`config.mk`:
```
export PLATFORM = sky130hd
export DESIGN_NAME = host_to_terminal_bridge
export DESIGN_NICKNAME = d
export VERILOG_FILES = /design/src/host_bridge_pkg.sv /design/src/cmd_fifo.sv /design/src/status_capture.sv /design/src/host_to_terminal_bridge.sv
export SDC_FILE = /design/constraint.sdc
export NUM_CORES = 1
export LEC_CHECK = 0
export BUFFER_PORTS_ARGS = -buffer_cell sky130_fd_sc_hd__clkbuf_2
export CAP_MARGIN = 10
export CORE_MARGIN = 2
export CORE_UTILIZATION = 25
export CTS_BUF_LIST = sky130_fd_sc_hd__clkbuf_16
export DETAILED_ROUTE_END_ITERATION = 10
export PLACE_DENSITY = 0.47
export SLEW_MARGIN = 10
export SYNTH_ARGS = -nofsm -noshare
export SYNTH_HDL_FRONTEND = slang
export SYNTH_SLANG_ARGS = --single-unit
```
`constraint.sdc`:
```
create_clock -name sys_clk_in -period 12.63 [get_ports sys_clk_in]
set_clock_uncertainty 0.1 [all_clocks]
set_input_delay 1.263 -clock sys_clk_in [delete_from_list [all_inputs] [get_ports sys_clk_in]]
set_output_delay 1.263 -clock sys_clk_in [all_outputs]
set_load 0.1 [all_outputs]
```
`src/host_bridge_pkg.sv`:
```
package host_bridge_pkg;

  // ==========================================================================
  // Widths and address decode
  localparam int HOST_ADDR_W = 18;
  localparam int DATA_W      = 16;
  localparam int TERM_ADDR_W = 16;
  localparam int SEL_HI      = 17;
  localparam int SEL_LO      = 16;
  localparam int SUB_HI      = 2;
  localparam int SUB_LO      = 1;

  localparam logic [1:0] SEL_TERM_REG   = 2'h0;
  localparam logic [1:0] SEL_SHARED_MEM = 2'h1;
  localparam logic [1:0] SEL_CONFIG     = 2'h2;
  localparam logic [1:0] SEL_STATUS     = 2'h3;
  localparam logic [1:0] SUB_CFG_REG    = 2'h0;
  localparam logic [1:0] SUB_CFG_PINS   = 2'h1;
  localparam logic [1:0] SUB_STAT_READ  = 2'h0;
  localparam logic [1:0] SUB_STAT_CLEAR = 2'h1;

  // ==========================================================================
  // Timing, reset values and codes
  localparam int CLK_PERIOD_NS = 8;
  localparam int ACCESS_NS     = 40;
  localparam int ACCESS_CYC    = (ACCESS_NS + CLK_PERIOD_NS - 1) / CLK_PERIOD_NS;
  localparam int BUSY_W        = 4;
  localparam int FIFO_DEPTH    = 8;
  localparam logic [DATA_W-1:0] CFG_RESET = 16'h0000;

  localparam logic [1:0] ARB_CODE_IDLE = 2'h0;
  localparam logic [1:0] ARB_CODE_TERM = 2'h1;
  localparam logic [1:0] ARB_CODE_HOST = 2'h2;

  // ==========================================================================
  // Carriers
  localparam int TASK_W = 2;
  localparam int COND_W = 4;
  localparam int WORD_W = TASK_W + COND_W;

  typedef struct packed {
    logic flag;
    logic msg;
    logic active;
    logic ready;
  } cond_t;

  typedef struct packed {
    logic [TASK_W-1:0] task_bits;
    cond_t             cond;
  } cond_word_t;

  typedef struct packed {
    logic                   target;
    logic [TERM_ADDR_W-1:0] addr;
    logic [DATA_W-1:0]      data;
  } wr_cmd_t;

endpackage

```
`src/cmd_fifo.sv`:
```
module cmd_fifo #(
  parameter int WIDTH = 33,
  parameter int DEPTH = 8
) (
  // Clock and reset
  input  wire logic             sys_clk_in,
  input  wire logic             rstn_in,
  input  wire logic             ce_in,
  // Fill side
  input  wire logic [WIDTH-1:0] in_data_in,
  input  wire logic             in_valid_in,
  output logic                  in_ready_out,
  // Drain side
  output logic [WIDTH-1:0]      out_data_out,
  output logic                  out_valid_out,
  input  wire logic             out_ready_in
);
  localparam int PW = (DEPTH > 1) ? $clog2(DEPTH) : 1;
  localparam int CW = $clog2(DEPTH + 1);

  typedef struct packed {
    logic [PW-1:0] wptr;
    logic [PW-1:0] rptr;
    logic [CW-1:0] count;
  } fifo_st_t;

  fifo_st_t         r;
  fifo_st_t         n;
  logic [WIDTH-1:0] mem [DEPTH];
  logic             push;
  logic             pop;

  assign in_ready_out  = (r.count != CW'(DEPTH));
  assign out_valid_out = (r.count != '0);
  assign out_data_out  = mem[r.rptr];
  assign push          = in_valid_in && in_ready_out;
  assign pop           = out_valid_out && out_ready_in;

  always_comb begin
    n = r;
    if (push) begin
      n.wptr = (r.wptr == PW'(DEPTH - 1)) ? '0 : PW'(r.wptr + 1'b1);
    end
    if (pop) begin
      n.rptr = (r.rptr == PW'(DEPTH - 1)) ? '0 : PW'(r.rptr + 1'b1);
    end
    n.count = CW'(r.count + CW'(push) - CW'(pop));
  end

  always_ff @(posedge sys_clk_in or negedge rstn_in) begin
    if (!rstn_in) begin
      r <= '0;
    end else if (ce_in) begin
      r <= n;
    end
  end

  // The array has no reset, so it maps onto plain RAM cells.
  always_ff @(posedge sys_clk_in) begin
    if (ce_in && push) begin
      mem[r.wptr] <= in_data_in;
    end
  end

endmodule // cmd_fifo

```
`src/status_capture.sv`:
```
module status_capture
  import host_bridge_pkg::*;
(
  // Clock and reset
  input  wire logic                 sys_clk_in,
  input  wire logic                 rstn_in,
  input  wire logic                 ce_in,
  // Event sources
  input  wire logic                 clr_in,
  input  wire logic [TASK_W-1:0]    task_stat_in,
  input  wire host_bridge_pkg::cond_t cond_n_in,
  // Processor side
  output host_bridge_pkg::cond_word_t word_out,
  output logic                      irq_n_out
);
  import host_bridge_pkg::*;

  typedef struct packed {
    cond_word_t word;
    logic       irq_n;
  } sc_st_t;

  sc_st_t r;
  sc_st_t n;
  cond_t  seen;

  always_comb begin
    n    = r;
    seen = ~cond_n_in;
    n.word.task_bits = task_stat_in;
    // A condition arriving with the clear is kept: set wins over clear.
    n.word.cond = clr_in ? seen : (r.word.cond | seen);
    n.irq_n = ~(n.word.cond.flag | n.word.cond.msg);
  end

  always_ff @(posedge sys_clk_in or negedge rstn_in) begin
    if (!rstn_in) begin
      r       <= '0;
      r.irq_n <= 1'b1;
    end else if (ce_in) begin
      r <= n;
    end
  end

  assign word_out  = r.word;
  assign irq_n_out = r.irq_n;
endmodule // status_capture

```
`src/host_to_terminal_bridge.sv`:
```
// Functional notes
// - Resynchronise host strobes; route each access.
// - Access terminal registers, shared memory, config.
// - Decode address 17:16 and 2:1 targets.
// - Status clear from strobes, GPIO, bus use.
// - Busy holds state for the access time.
// - Drive select, read/write and output enable.
// - Startup configuration read/write; output enable tied on.
// - Capture task status and four terminal conditions.
// - Terminal conditions decide interrupt arming.
// - Hold combined word; clear on clear pulse.
// - One active-low interrupt on captured flag or message conditions.
// - Arbitrate both requests; drive matching grant.
// - Transfer acknowledge after transfer completes.
// - Terminal acknowledge timed from RAM select.
// - Arbiter status output shows current task.
module host_to_terminal_bridge
  import host_bridge_pkg::*;
(
  // Clock, reset, enable
  input  wire logic                            sys_clk_in,
  input  wire logic                            rstn_in,
  input  wire logic                            ce_in,
  // Host memory-mapped port
  input  wire logic                            io_select_low_in,
  input  wire logic                            output_enable_low_in,
  input  wire logic                            read_strobe_in,
  input  wire logic                            write_strobe_low_in,
  input  wire logic [host_bridge_pkg::HOST_ADDR_W-1:0] host_addr_in,
  input  wire logic [host_bridge_pkg::DATA_W-1:0]      host_wdata_in,
  output logic [host_bridge_pkg::DATA_W-1:0]           host_rdata_out,
  output logic                                 host_rdata_oe_out,
  output logic                                 host_io_ready_out,
  // Host GPIO lines
  input  wire logic                            host_bus_request_n_in,
  input  wire logic                            host_bus_ack_n_in,
  output logic                                 host_bus_grant_n_out,
  output logic                                 host_transfer_ack_n_out,
  output logic                                 host_interrupt_n_out,
  output host_bridge_pkg::cond_word_t          combined_condition_word_out,
  // Terminal arbitration and conditions
  input  wire logic                            terminal_bus_request_n_in,
  input  wire logic                            terminal_bus_ack_n_in,
  output logic                                 terminal_bus_grant_n_out,
  output logic                                 terminal_transfer_ack_n_out,
  input  wire logic                            shared_ram_select_n_in,
  input  wire host_bridge_pkg::cond_t          terminal_cond_n_in,
  // Terminal and shared memory bus
  input  wire logic                            bus_in_use_in,
  output logic                                 term_sel_n_out,
  output logic                                 term_rw_out,
  output logic                                 term_doe_out,
  output logic                                 term_target_out,
  output logic [host_bridge_pkg::TERM_ADDR_W-1:0]      term_addr_out,
  output logic [host_bridge_pkg::DATA_W-1:0]           term_wdata_out,
  input  wire logic [host_bridge_pkg::DATA_W-1:0]      term_rdata_in,
  // Startup configuration path
  input  wire logic [host_bridge_pkg::DATA_W-1:0]      cfg_in,
  output logic [host_bridge_pkg::DATA_W-1:0]           cfg_out,
  output logic                                 cfg_oe_out,
  // Task status
  output logic                                 busy_out,
  output logic [host_bridge_pkg::TASK_W-1:0]           ic_stat_out,
  output logic [1:0]                           arb_stat_out
);
  import host_bridge_pkg::*;

  // ==========================================================================
  // State
  typedef enum logic [1:0] {IC_IDLE, IC_PUSH, IC_READ, IC_RELEASE} ic_state_t;
  typedef enum logic [0:0] {BE_IDLE, BE_CYCLE} be_state_t;
  typedef enum logic [1:0] {ARB_IDLE, ARB_TERM, ARB_HOST} arb_state_t;

  typedef struct packed {
    logic [3:0]             sync1;
    logic [3:0]             sync2;
    ic_state_t              ic;
    be_state_t              be;
    arb_state_t             arb;
    logic [1:0]             acc_sel;
    logic [1:0]             acc_sub;
    logic [TERM_ADDR_W-1:0] acc_addr;
    logic [DATA_W-1:0]      acc_wdata;
    logic [BUSY_W-1:0]      busy_cnt;
    logic                   cur_rd;
    logic                   done;
    logic                   clr;
    logic                   rcs_prev;
    logic [DATA_W-1:0]      rdata;
    logic                   rdata_oe;
    logic                   io_ready;
    logic                   host_grant_n;
    logic                   term_grant_n;
    logic                   host_tack_n;
    logic                   term_tack_n;
    logic                   sel_n;
    logic                   rw;
    logic                   doe;
    logic                   target;
    logic [TERM_ADDR_W-1:0] taddr;
    logic [DATA_W-1:0]      twdata;
    logic [DATA_W-1:0]      cfg;
    logic                   busy;
    logic [TASK_W-1:0]      ic_stat;
    logic [1:0]             arb_stat;
  } st_t;

  st_t     r;
  st_t     n;
  wr_cmd_t push_cmd;
  wr_cmd_t pop_cmd;
  logic    fifo_in_ready;
  logic    fifo_out_valid;
  logic    fifo_pop;
  logic    sel_now;
  logic    rd_now;
  logic    wr_now;
  logic    owned;
  logic    rcs_rise;

  function automatic logic is_local(input logic [1:0] sel);
    return (sel == SEL_CONFIG) || (sel == SEL_STATUS);
  endfunction

  function automatic logic [1:0] arb_code(input arb_state_t s);
    case (s)
      ARB_TERM: return ARB_CODE_TERM;
      ARB_HOST: return ARB_CODE_HOST;
      default:  return ARB_CODE_IDLE;
    endcase
  endfunction

  // ==========================================================================
  // Write queue between the host port and the terminal bus
  assign push_cmd.target = (r.acc_sel == SEL_SHARED_MEM);
  assign push_cmd.addr   = r.acc_addr;
  assign push_cmd.data   = r.acc_wdata;
  // Writes are posted, so a burst of host writes overlaps slow bus cycles.
  assign fifo_pop = (r.be == BE_IDLE) && owned && fifo_out_valid;

  cmd_fifo #(
    .WIDTH ($bits(wr_cmd_t)),
    .DEPTH (FIFO_DEPTH)
  ) u_cmd_fifo (
    .sys_clk_in    (sys_clk_in),
    .rstn_in       (rstn_in),
    .ce_in         (ce_in),
    .in_data_in    (push_cmd),
    .in_valid_in   (r.ic == IC_PUSH),
    .in_ready_out  (fifo_in_ready),
    .out_data_out  (pop_cmd),
    .out_valid_out (fifo_out_valid),
    .out_ready_in  (fifo_pop)
  );

  // ==========================================================================
  // Status capture
  status_capture u_status_capture (
    .sys_clk_in   (sys_clk_in),
    .rstn_in      (rstn_in),
    .ce_in        (ce_in),
    .clr_in       (r.clr),
    .task_stat_in (r.ic_stat),
    .cond_n_in    (terminal_cond_n_in),
    .word_out     (combined_condition_word_out),
    .irq_n_out    (host_interrupt_n_out)
  );

  // ==========================================================================
  // Next state
  always_comb begin
    n = r;
    // Only the second stage reads the first stage.
    n.sync1 = {~io_select_low_in, ~output_enable_low_in, read_strobe_in,
               ~write_strobe_low_in};
    n.sync2 = r.sync1;
    sel_now  = r.sync2[3];
    rd_now   = r.sync2[3] && r.sync2[2] && r.sync2[1];
    wr_now   = r.sync2[3] && r.sync2[0];
    owned    = (r.arb == ARB_HOST) && !host_bus_ack_n_in;
    rcs_rise = !r.rcs_prev && shared_ram_select_n_in;
    n.rcs_prev    = shared_ram_select_n_in;
    n.io_ready    = 1'b0;
    n.done        = 1'b0;
    n.clr         = 1'b0;
    n.host_tack_n = 1'b1;
    n.term_tack_n = 1'b1;

    case (r.ic)
      IC_IDLE: begin
        if (rd_now || wr_now) begin
          n.acc_sel   = host_addr_in[SEL_HI:SEL_LO];
          n.acc_sub   = host_addr_in[SUB_HI:SUB_LO];
          n.acc_addr  = host_addr_in[TERM_ADDR_W-1:0];
          n.acc_wdata = host_wdata_in;
          if (is_local(n.acc_sel)) begin
            n.io_ready = 1'b1;
            n.ic       = IC_RELEASE;
            n.rdata_oe = rd_now;
            if (n.acc_sel == SEL_CONFIG) begin
              if (wr_now && (n.acc_sub == SUB_CFG_REG)) begin
                n.cfg = host_wdata_in;
              end
              n.rdata = (n.acc_sub == SUB_CFG_PINS) ? cfg_in : r.cfg;
            end else begin
              n.rdata = {{(DATA_W - WORD_W){1'b0}}, combined_condition_word_out};
              n.clr = (n.acc_sub == SUB_STAT_CLEAR) && host_bus_request_n_in
                      && host_bus_ack_n_in && !bus_in_use_in;
            end
          end else begin
            n.ic = wr_now ? IC_PUSH : IC_READ;
          end
        end
      end
      IC_PUSH: begin
        if (fifo_in_ready) begin
          n.io_ready = 1'b1;
          n.ic       = IC_RELEASE;
        end
      end
      IC_READ: begin
        if (r.done && r.cur_rd) begin
          n.rdata_oe = 1'b1;
          n.io_ready = 1'b1;
          n.ic       = IC_RELEASE;
        end
      end
      IC_RELEASE: begin
        if (!sel_now) begin
          n.rdata_oe = 1'b0;
          n.ic       = IC_IDLE;
        end
      end
      default: n.ic = IC_IDLE;
    endcase

    // Bus engine: queued writes go first so a read never overtakes them.
    case (r.be)
      BE_IDLE: begin
        if (fifo_pop) begin
          n.sel_n    = 1'b0;
          n.rw       = 1'b0;
          n.doe      = 1'b1;
          n.target   = pop_cmd.target;
          n.taddr    = pop_cmd.addr;
          n.twdata   = pop_cmd.data;
          n.cur_rd   = 1'b0;
          n.busy_cnt = BUSY_W'(ACCESS_CYC - 1);
          n.be       = BE_CYCLE;
        end else if (owned && (r.ic == IC_READ) && !r.done) begin
          n.sel_n    = 1'b0;
          n.rw       = 1'b1;
          n.doe      = 1'b0;
          n.target   = (r.acc_sel == SEL_SHARED_MEM);
          n.taddr    = r.acc_addr;
          n.cur_rd   = 1'b1;
          n.busy_cnt = BUSY_W'(ACCESS_CYC - 1);
          n.be       = BE_CYCLE;
        end
      end
      BE_CYCLE: begin
        if (r.busy_cnt != '0) begin
          n.busy_cnt = r.busy_cnt - 1'b1;
        end else begin
          n.sel_n = 1'b1;
          n.rw    = 1'b1;
          n.doe   = 1'b0;
          n.done  = 1'b1;
          n.host_tack_n = (r.arb != ARB_HOST);
          if (r.cur_rd) begin
            n.rdata = term_rdata_in;
          end
          n.be = BE_IDLE;
        end
      end
      default: n.be = BE_IDLE;
    endcase

    case (r.arb)
      ARB_IDLE: begin
        if (!terminal_bus_request_n_in) begin
          n.arb          = ARB_TERM;
          n.term_grant_n = 1'b0;
        end else if (!host_bus_request_n_in) begin
          n.arb          = ARB_HOST;
          n.host_grant_n = 1'b0;
        end
      end
      ARB_TERM: begin
        n.term_tack_n = !rcs_rise;
        if (terminal_bus_request_n_in && terminal_bus_ack_n_in) begin
          n.arb          = ARB_IDLE;
          n.term_grant_n = 1'b1;
        end
      end
      ARB_HOST: begin
        if (host_bus_request_n_in && host_bus_ack_n_in && (r.be == BE_IDLE)) begin
          n.arb          = ARB_IDLE;
          n.host_grant_n = 1'b1;
        end
      end
      default: n.arb = ARB_IDLE;
    endcase

    n.busy     = (n.be == BE_CYCLE);
    n.ic_stat  = {fifo_out_valid, n.be == BE_CYCLE};
    n.arb_stat = arb_code(n.arb);
  end

  always_ff @(posedge sys_clk_in or negedge rstn_in) begin
    if (!rstn_in) begin
      r              <= '0;
      r.rcs_prev     <= 1'b1;
      r.host_grant_n <= 1'b1;
      r.term_grant_n <= 1'b1;
      r.host_tack_n  <= 1'b1;
      r.term_tack_n  <= 1'b1;
      r.sel_n        <= 1'b1;
      r.rw           <= 1'b1;
      r.cfg          <= CFG_RESET;
    end else if (ce_in) begin
      r <= n;
    end
  end

  // ==========================================================================
  // Outputs
  assign host_rdata_out              = r.rdata;
  assign host_rdata_oe_out           = r.rdata_oe;
  assign host_io_ready_out           = r.io_ready;
  assign host_bus_grant_n_out        = r.host_grant_n;
  assign host_transfer_ack_n_out     = r.host_tack_n;
  assign terminal_bus_grant_n_out    = r.term_grant_n;
  assign terminal_transfer_ack_n_out = r.term_tack_n;
  assign term_sel_n_out              = r.sel_n;
  assign term_rw_out                 = r.rw;
  assign term_doe_out                = r.doe;
  assign term_target_out             = r.target;
  assign term_addr_out               = r.taddr;
  assign term_wdata_out              = r.twdata;
  assign cfg_out                     = r.cfg;
  assign cfg_oe_out                  = 1'b1;
  assign busy_out                    = r.busy;
  assign ic_stat_out                 = r.ic_stat;
  assign arb_stat_out                = r.arb_stat;
endmodule // host_to_terminal_bridge

```
==> impl_metrics.tcl, run 1 <==
set metrics [dict create \
    critPathArrivalTime_ps 3520 \
    p_clk_frac 0.280 \
    crit_chain "clkbuf_2, buf_4, nand2_1, nor4_2, buf_4" \
    cts_root_buf "clkbuf_16" \
    swShare 0.368 \
    cts_buffers 46 \
    grt_setup_unrepaired "false" \
    fin_crit_sh 0.270 \
    r2r_cells 6 \
    power_switching_uw 1740 \
    htreeDepth 2 \
    via_count 9040 \
    worstHoldPathCells 2 \
    grt_usage 0.116 \
    synth_edf_count 264 \
    top_layer_used "met5" \
    clk-insertion-delay-late_ps 570 \
    timing.rr.start "r[127]$_DFFE_PN0P_" \
    synthDistinctLibCells 64 \
    post_cts_buffers 0 \
    final.min_clock_period_ps 3410 \
    crit_required_ps 12740 \
    post-place-cells 1984 \
    syn_to_final_growth_pct 16.9 \
    vias_per_cell 4.37 \
    hp-class "register to register" \
    cts_hold_buf 0 \
    clock-sinks 413 \
    dpl.hpwl_um 25600 \
    p_total_uw 4730 \
    dr.first_iter.drc_count 502 \
    fin_ws_ps 9220 \
    clock_path_buffers 3 \
    cp-start-kind "primary input" \
    fill_cells 6810 \
    max_slew_margin 0.325 \
    end_kind "register" \
    dr.pass1.iters 4 \
    p_per_area_mw_per_mm2 236 \
    comb_power_share 0.283 \
    synth_seq_cells 413 \
    rrSetupSlack_ps 9410 \
    status "finished, final reports clean" \
    grt_start_max_net_pins 93 \
    seq_power_share 0.437 \
    place.gp.congestion 0.757 \
    setup-violations-final 0 \
    clkSlewWorstSetupHoldPaths_ps 60 \
    stdcell_count 2071 \
    synth_area_leaders "edfxtp_1 46%, dfrtp_1 21%, mux4_2 8.7%" \
    drc 0 \
    syn-num-nets 1132 \
    wl_met3_um 1800 \
    wirelength_um 40500 \
    coreArea_mm2 0.0682 \
    async_reset_ff_frac 0.361 \
    syn_area_mm2 0.0171 \
    yosysTopAreaCell "edfxtp_1" \
    io_pins 170 \
    ys_warn_count 0 \
    synth_top_area_frac 0.462 \
    grt_first_pass_wirelength_um 61900 \
    endpoint "u_cmd_fifo.mem[0][13]$_DFFE_PP_" \
    antenna_found_initial 2 \
    start_util 0.251 \
    crit_path_max_incr_delay_ps 700 \
    wl_per_cell_um 19.5 \
    cts_tree "built" \
    maxSlewViolCount 0 \
    worstSetupPathDepth 5 \
    p_leak_uw 0.00758 \
    drv_cap 0 \
    pre_cts_ws_ps 8520 \
    worst_pin_slew_ps 1010 \
    path_class "primary input to register" \
    cp.buffers_inverters 3 \
    vdd_drop_max_v 0.000124 \
    die_h_um 266 \
    critPathLaunch "ce_in" \
    critPathSlowestCell "nor4_2" \
    worstPathMaxFanout 55 \
    post_cts_resized 0 \
    rows 96 \
    yosysSeqAreaShare 0.680 \
    m1WireLength_um 19200 \
    route.met2.wl_um 18700 \
    critical_path.top_delay_family "buffers and inverters" \
    syn_area_per_cell_um2 16.6 \
    drive_gt1_frac 0.355 \
    clock.fmax_mhz 293 \
    chipWidth_um 266 \
    finalSetupTns_ps 0 \
    die_area_mm2 0.0707 \
    grt_pass1_vias 9683 \
    netlist_instances 1033 \
    r2r-end "u_cmd_fifo.mem[0][13]$_DFFE_PP_" \
    synth_flop_cell "edfxtp_1" \
    postLayoutCoreUtil 0.294 \
    overflow 0 \
    p_int_uw 2990 \
    final_nets 1250 \
    final-hold-violation-count 0 \
    port_buffers 168 \
    drtAntennaViolNets 0 \
    crit_top_cell "buf_4" \
]
## stage by stage
stage	hold slack, ps	instance area, um2
after floorplan	348	17100
after global placement	352	18500
after detailed placement	353	18500
after CTS	363	20000
after global routing	383	20100
final	360	20100
## metal layers
metal,vias to the layer above,track usage
li1,4124,-
met1,4662,0.162
met2,199,0.182
met3,53,0.0253
met4,2,0.0293
met5,-,0
## worst min-delay path by stage
stage	start	endpoint	slack (ps)
2_1_floorplan	n[128]$_DFFE_PN0P_	n[128]$_DFFE_PN0P_	350
3_3_place_gp	term_sel_n_out$_DFFE_PN1P_	term_sel_n_out$_DFFE_PN1P_	350
3_5_place_dp	term_sel_n_out$_DFFE_PN1P_	term_sel_n_out$_DFFE_PN1P_	350
4_1_cts	term_sel_n_out$_DFFE_PN1P_	term_sel_n_out$_DFFE_PN1P_	360
5_1_grt	term_sel_n_out$_DFFE_PN1P_	term_sel_n_out$_DFFE_PN1P_	380
6_report	term_sel_n_out$_DFFE_PN1P_	term_sel_n_out$_DFFE_PN1P_	360
## power by group through the flow
stage	Sequential, uW	Combinational (uW)	Clock (uW)
after CTS	2080	1360	1370
after global routing	2120	1440	1420
final	2070	1340	1330
after global placement	2100	1360	0
after floorplan	2050	1130	0
after detailed placement	2110	1360	0
## placed cells by master (no fill, tap or decap), types with 10 or more instances in the layout
| cell | count |
|---|---|
| o21ai_0 | 62 |
| clkbuf_16 | 47 |
| nand4_1 | 10 |
| mux2_2 | 61 |
| mux2i_1 | 49 |
| buf_4 | 19 |
| inv_1 | 37 |
| edfxtp_1 | 264 |
| nand2_1 | 59 |
| dfrtp_1 | 138 |
| clkbuf_2 | 167 |
| mux2_4 | 10 |
| ha_1 | 15 |
| nor2_1 | 21 |
| a22oi_1 | 14 |
| clkinv_1 | 10 |
| mux4_2 | 66 |
## synthesized netlist by cell type, types with 6 or more instances
cell type  number
nand4_1        10
nor3_1          8
a21oi_1         9
nand2_1        59
nor2b_1         8
o21ai_0        62
mux2_2         61
ha_1           15
a221o_1         9
a22oi_1        14
dfstp_2         8
mux4_2         66
clkbuf_1       12
edfxtp_1      264
inv_1          28
o311a_1         6
buf_4          75
mux2_4         10
mux2i_1        49
nand3_1         7
dfrtp_1       141
buf_2          27
nor2_1         24
## sequential cells by signal, summed over array words and instances (netlist names), 2 cells and up
register and flops:
ic_stat_out 2, push_cmd 32, cfg_out 16, u_status_capture.word_out 6, term_addr_out 16, u_cmd_fifo.mem 264
term_wdata_out 16, r 18, u_cmd_fifo.r 10, n 4, host_rdata_out 16, arb_stat_out 2
## worst reg2reg max path, cell delays in order (launching register included)
cell and delay [ps]:
dfrtp_1 410, inv_1 90, ha_1 160, a21boi_0 470, nand2_1 350, nor4_2 700
buf_4 550
## layout make-up
type,count,area [um2],share of cell area
clock buffer,47,1180,0.0587
sequential,413,11700,0.582
clock inverter,38,318,0.0159
timing repair buffer,188,1010,0.0504
antenna,1,2.50,0.000125
inverter,29,109,0.00543
tap,882,1100,0.0550
multi-input combinational,473,4660,0.232
## kinds of logic (layout without fill, tap and decap cells)
group	Yosys count	after routing	share of synthesized area
AO/OA/AOI/OAI	126	126	0.0484
XOR/XNOR	4	4	0.00204
buffers and inverters	147	302	0.0510
adder cells (fa/ha/maj)	16	16	0.0121
flip-flops	413	413	0.680
other	1	2	0.000219
AND/OR/NAND/NOR	140	140	0.0417
multiplexers	186	186	0.164
No activity file was read; power rests on OpenSTA's default activity.
==> inputs of run 2 (changes only) <==
- PLACE_DENSITY: 0.47 -> 0.49
- clock period: 12.63 -> 2.7 ns (I/O delays scaled with it)
==> run 2 against run 1 <==
Net effect: sequential share of layout area decreased by 2.8 points; largest power group unchanged; register-to-register slack lost 9300 ps; count of clock-buffer cells in the layout is 2 lower; critical endpoint is now u_cmd_fifo.r[2]$_DFFE_PN0P_; die area is the same; critical path depth rose by 7; via count rose by 3.8%; final area up 5.1%; combinational power grew to 5.0 times the previous value; sequential cell count unchanged.
==> impl_metrics.tcl, run 2 (synthesis gave the netlist of run 1 again) <==
set metrics [dict create \
    rows 96 \
    clock.fmax_mhz 393 \
    grt_usage 0.117 \
    antenna_found_initial 2 \
    p_leak_uw 0.00801 \
    place.gp.congestion 0.749 \
    final.min_clock_period_ps 2550 \
    final_cell_mix "264 x edfxtp_1, 167 x clkbuf_2, 137 x dfrtp_1" \
    htreeDepth 2 \
    dr.first_iter.drc_count 474 \
    grt_pass1_vias 9911 \
    syn_to_final_growth_pct 22.9 \
    cts_buffers 45 \
    worst_pin_slew_ps 647 \
    end_kind "register" \
    via_count 9386 \
    max_slew_margin 0.568 \
    largest-register "u_cmd_fifo.mem" \
    cts_root_buf "clkbuf_16" \
    worstPathMaxFanout 3 \
    cts_tree "built" \
    post_cts_buffers 0 \
    crit_required_ps 3050 \
    wl_per_cell_um 18.9 \
    vias_per_cell 4.33 \
    clock_path_buffers 3 \
    die_h_um 266 \
    final_nets 1346 \
    fin_crit_sh 0.943 \
    final-hold-violation-count 0 \
    status "finished, final reports clean" \
    clk-insertion-delay-late_ps 580 \
    chipWidth_um 266 \
    wirelength_um 40900 \
    drc 0 \
    io_pins 170 \
    drv_cap 0 \
    grt_setup_unrepaired "false" \
    start_util 0.251 \
    path_class "register to register" \
    p_per_area_mw_per_mm2 1050 \
    die_area_mm2 0.0707 \
    clkSlewWorstSetupHoldPaths_ps 60 \
    clock-sinks 413 \
    drive_gt1_frac 0.352 \
    p_total_uw 22100 \
    setup-violations-final 0 \
    hp-class "primary input to register" \
    port_buffers 168 \
    grt_first_pass_wirelength_um 62800 \
    maxSlewViolCount 0 \
    largest_register_ff_count 264 \
    dr.pass1.iters 4 \
    holdWs_ps 42.6 \
    critPathArrivalTime_ps 2900 \
    drtAntennaViolNets 0 \
    cp-start-kind "register" \
    grt_start_max_net_pins 49 \
    dpl.hpwl_um 26500 \
    layout_commonest_cell "edfxtp_1" \
    coreArea_mm2 0.0682 \
    overflow 0 \
    vdd_drop_max_v 0.000519 \
    postLayoutCoreUtil 0.309 \
    finalSetupTns_ps 0 \
]
-- run 2: cell types whose count changed in the layout (fill, tap and decap cells not counted), moves of 3 or more --
cell,before,now
nor3_4,1,5
buf_4,19,32
nor3_2,4,0
inv_1,37,34
dlygate4sd3_1,0,73
buf_12,1,12
-- run 2: repair_timing --
action,CTS,global route
gates resized for setup,0,2
setup endpoints to repair,0,1
hold endpoints to repair,221,0
hold buffers,73,0
-- run 2: critical path, cell delays in order, from the launching register on --
cell	delay, ps
dfrtp_1	400
inv_1	70
ha_1	150
or3b_1	360
and2_1	190
ha_1	270
inv_1	70
ha_2	190
inv_1	50
fa_2	340
xnor2_1	130
nand2_1	60
o21ai_0	70
-- run 2: per-stage QoR --
step / setup slack (ps) / instances / instance area [um2]
final: 155 / 2167 / 21100
after CTS: 101 / 2166 / 21100
after floorplan: -411 / 1033 / 17200
after global routing: 17.6 / 2167 / 21100
after detailed placement: 117 / 2009 / 18900
after global placement: 168 / 2009 / 18900
-- run 2: per-layer routing --
layer | GRT usage | wire length [um] | vias up
met5 | 0 | 7 | -
met4 | 0.0317 | 866 | 2
met3 | 0.0255 | 1950 | 60
met2 | 0.188 | 19100 | 199
met1 | 0.161 | 19000 | 4812
li1 | - | - | 4313
-- run 2: report_power, final --
group | leakage, uW | total [uW] | internal, uW | switching, uW
registers | 0.00424 | 9610 | 8350 | 1260
logic | 0.00305 | 6650 | 2230 | 4420
clock network | 0.000718 | 5890 | 3340 | 2550
total | 0.00801 | 22100 | 13900 | 8230
-- run 2: final cells by class --
cell class,instances,area [um2]
clock buffers,45,1130
clock inverters,39,289
inverters,29,109
diodes,1,2.50
well taps,882,1100
fillers,6748,47200
multi-input cells,473,4700
repair buffers,285,2060
flip-flops and latches,413,11700
-- run 2: path summary, 6_finish.rpt --
| path | startpoint | end | slack, ps | cells after the start |
|---|---|---|---|---|
| max in group asynchronous | rstn_in | u_status_capture.irq_n_out$_DFFE_PN1P_ | 1680 | 3 |
| min in group asynchronous | rstn_in | term_addr_out[14]$_DFFE_PN0P_ | 140 | 2 |
| max | u_cmd_fifo.r[3]$_DFFE_PN0P_ | u_cmd_fifo.r[2]$_DFFE_PN0P_ | 150 | 12 |
| min reg2reg | term_sel_n_out$_DFFE_PN1P_ | term_sel_n_out$_DFFE_PN1P_ | 370 | 2 |
| min | cfg_in[0] | host_rdata_out[0]$_DFFE_PN0P_ | 40 | 4 |
| max reg2reg | u_cmd_fifo.r[3]$_DFFE_PN0P_ | u_cmd_fifo.r[2]$_DFFE_PN0P_ | 150 | 12 |
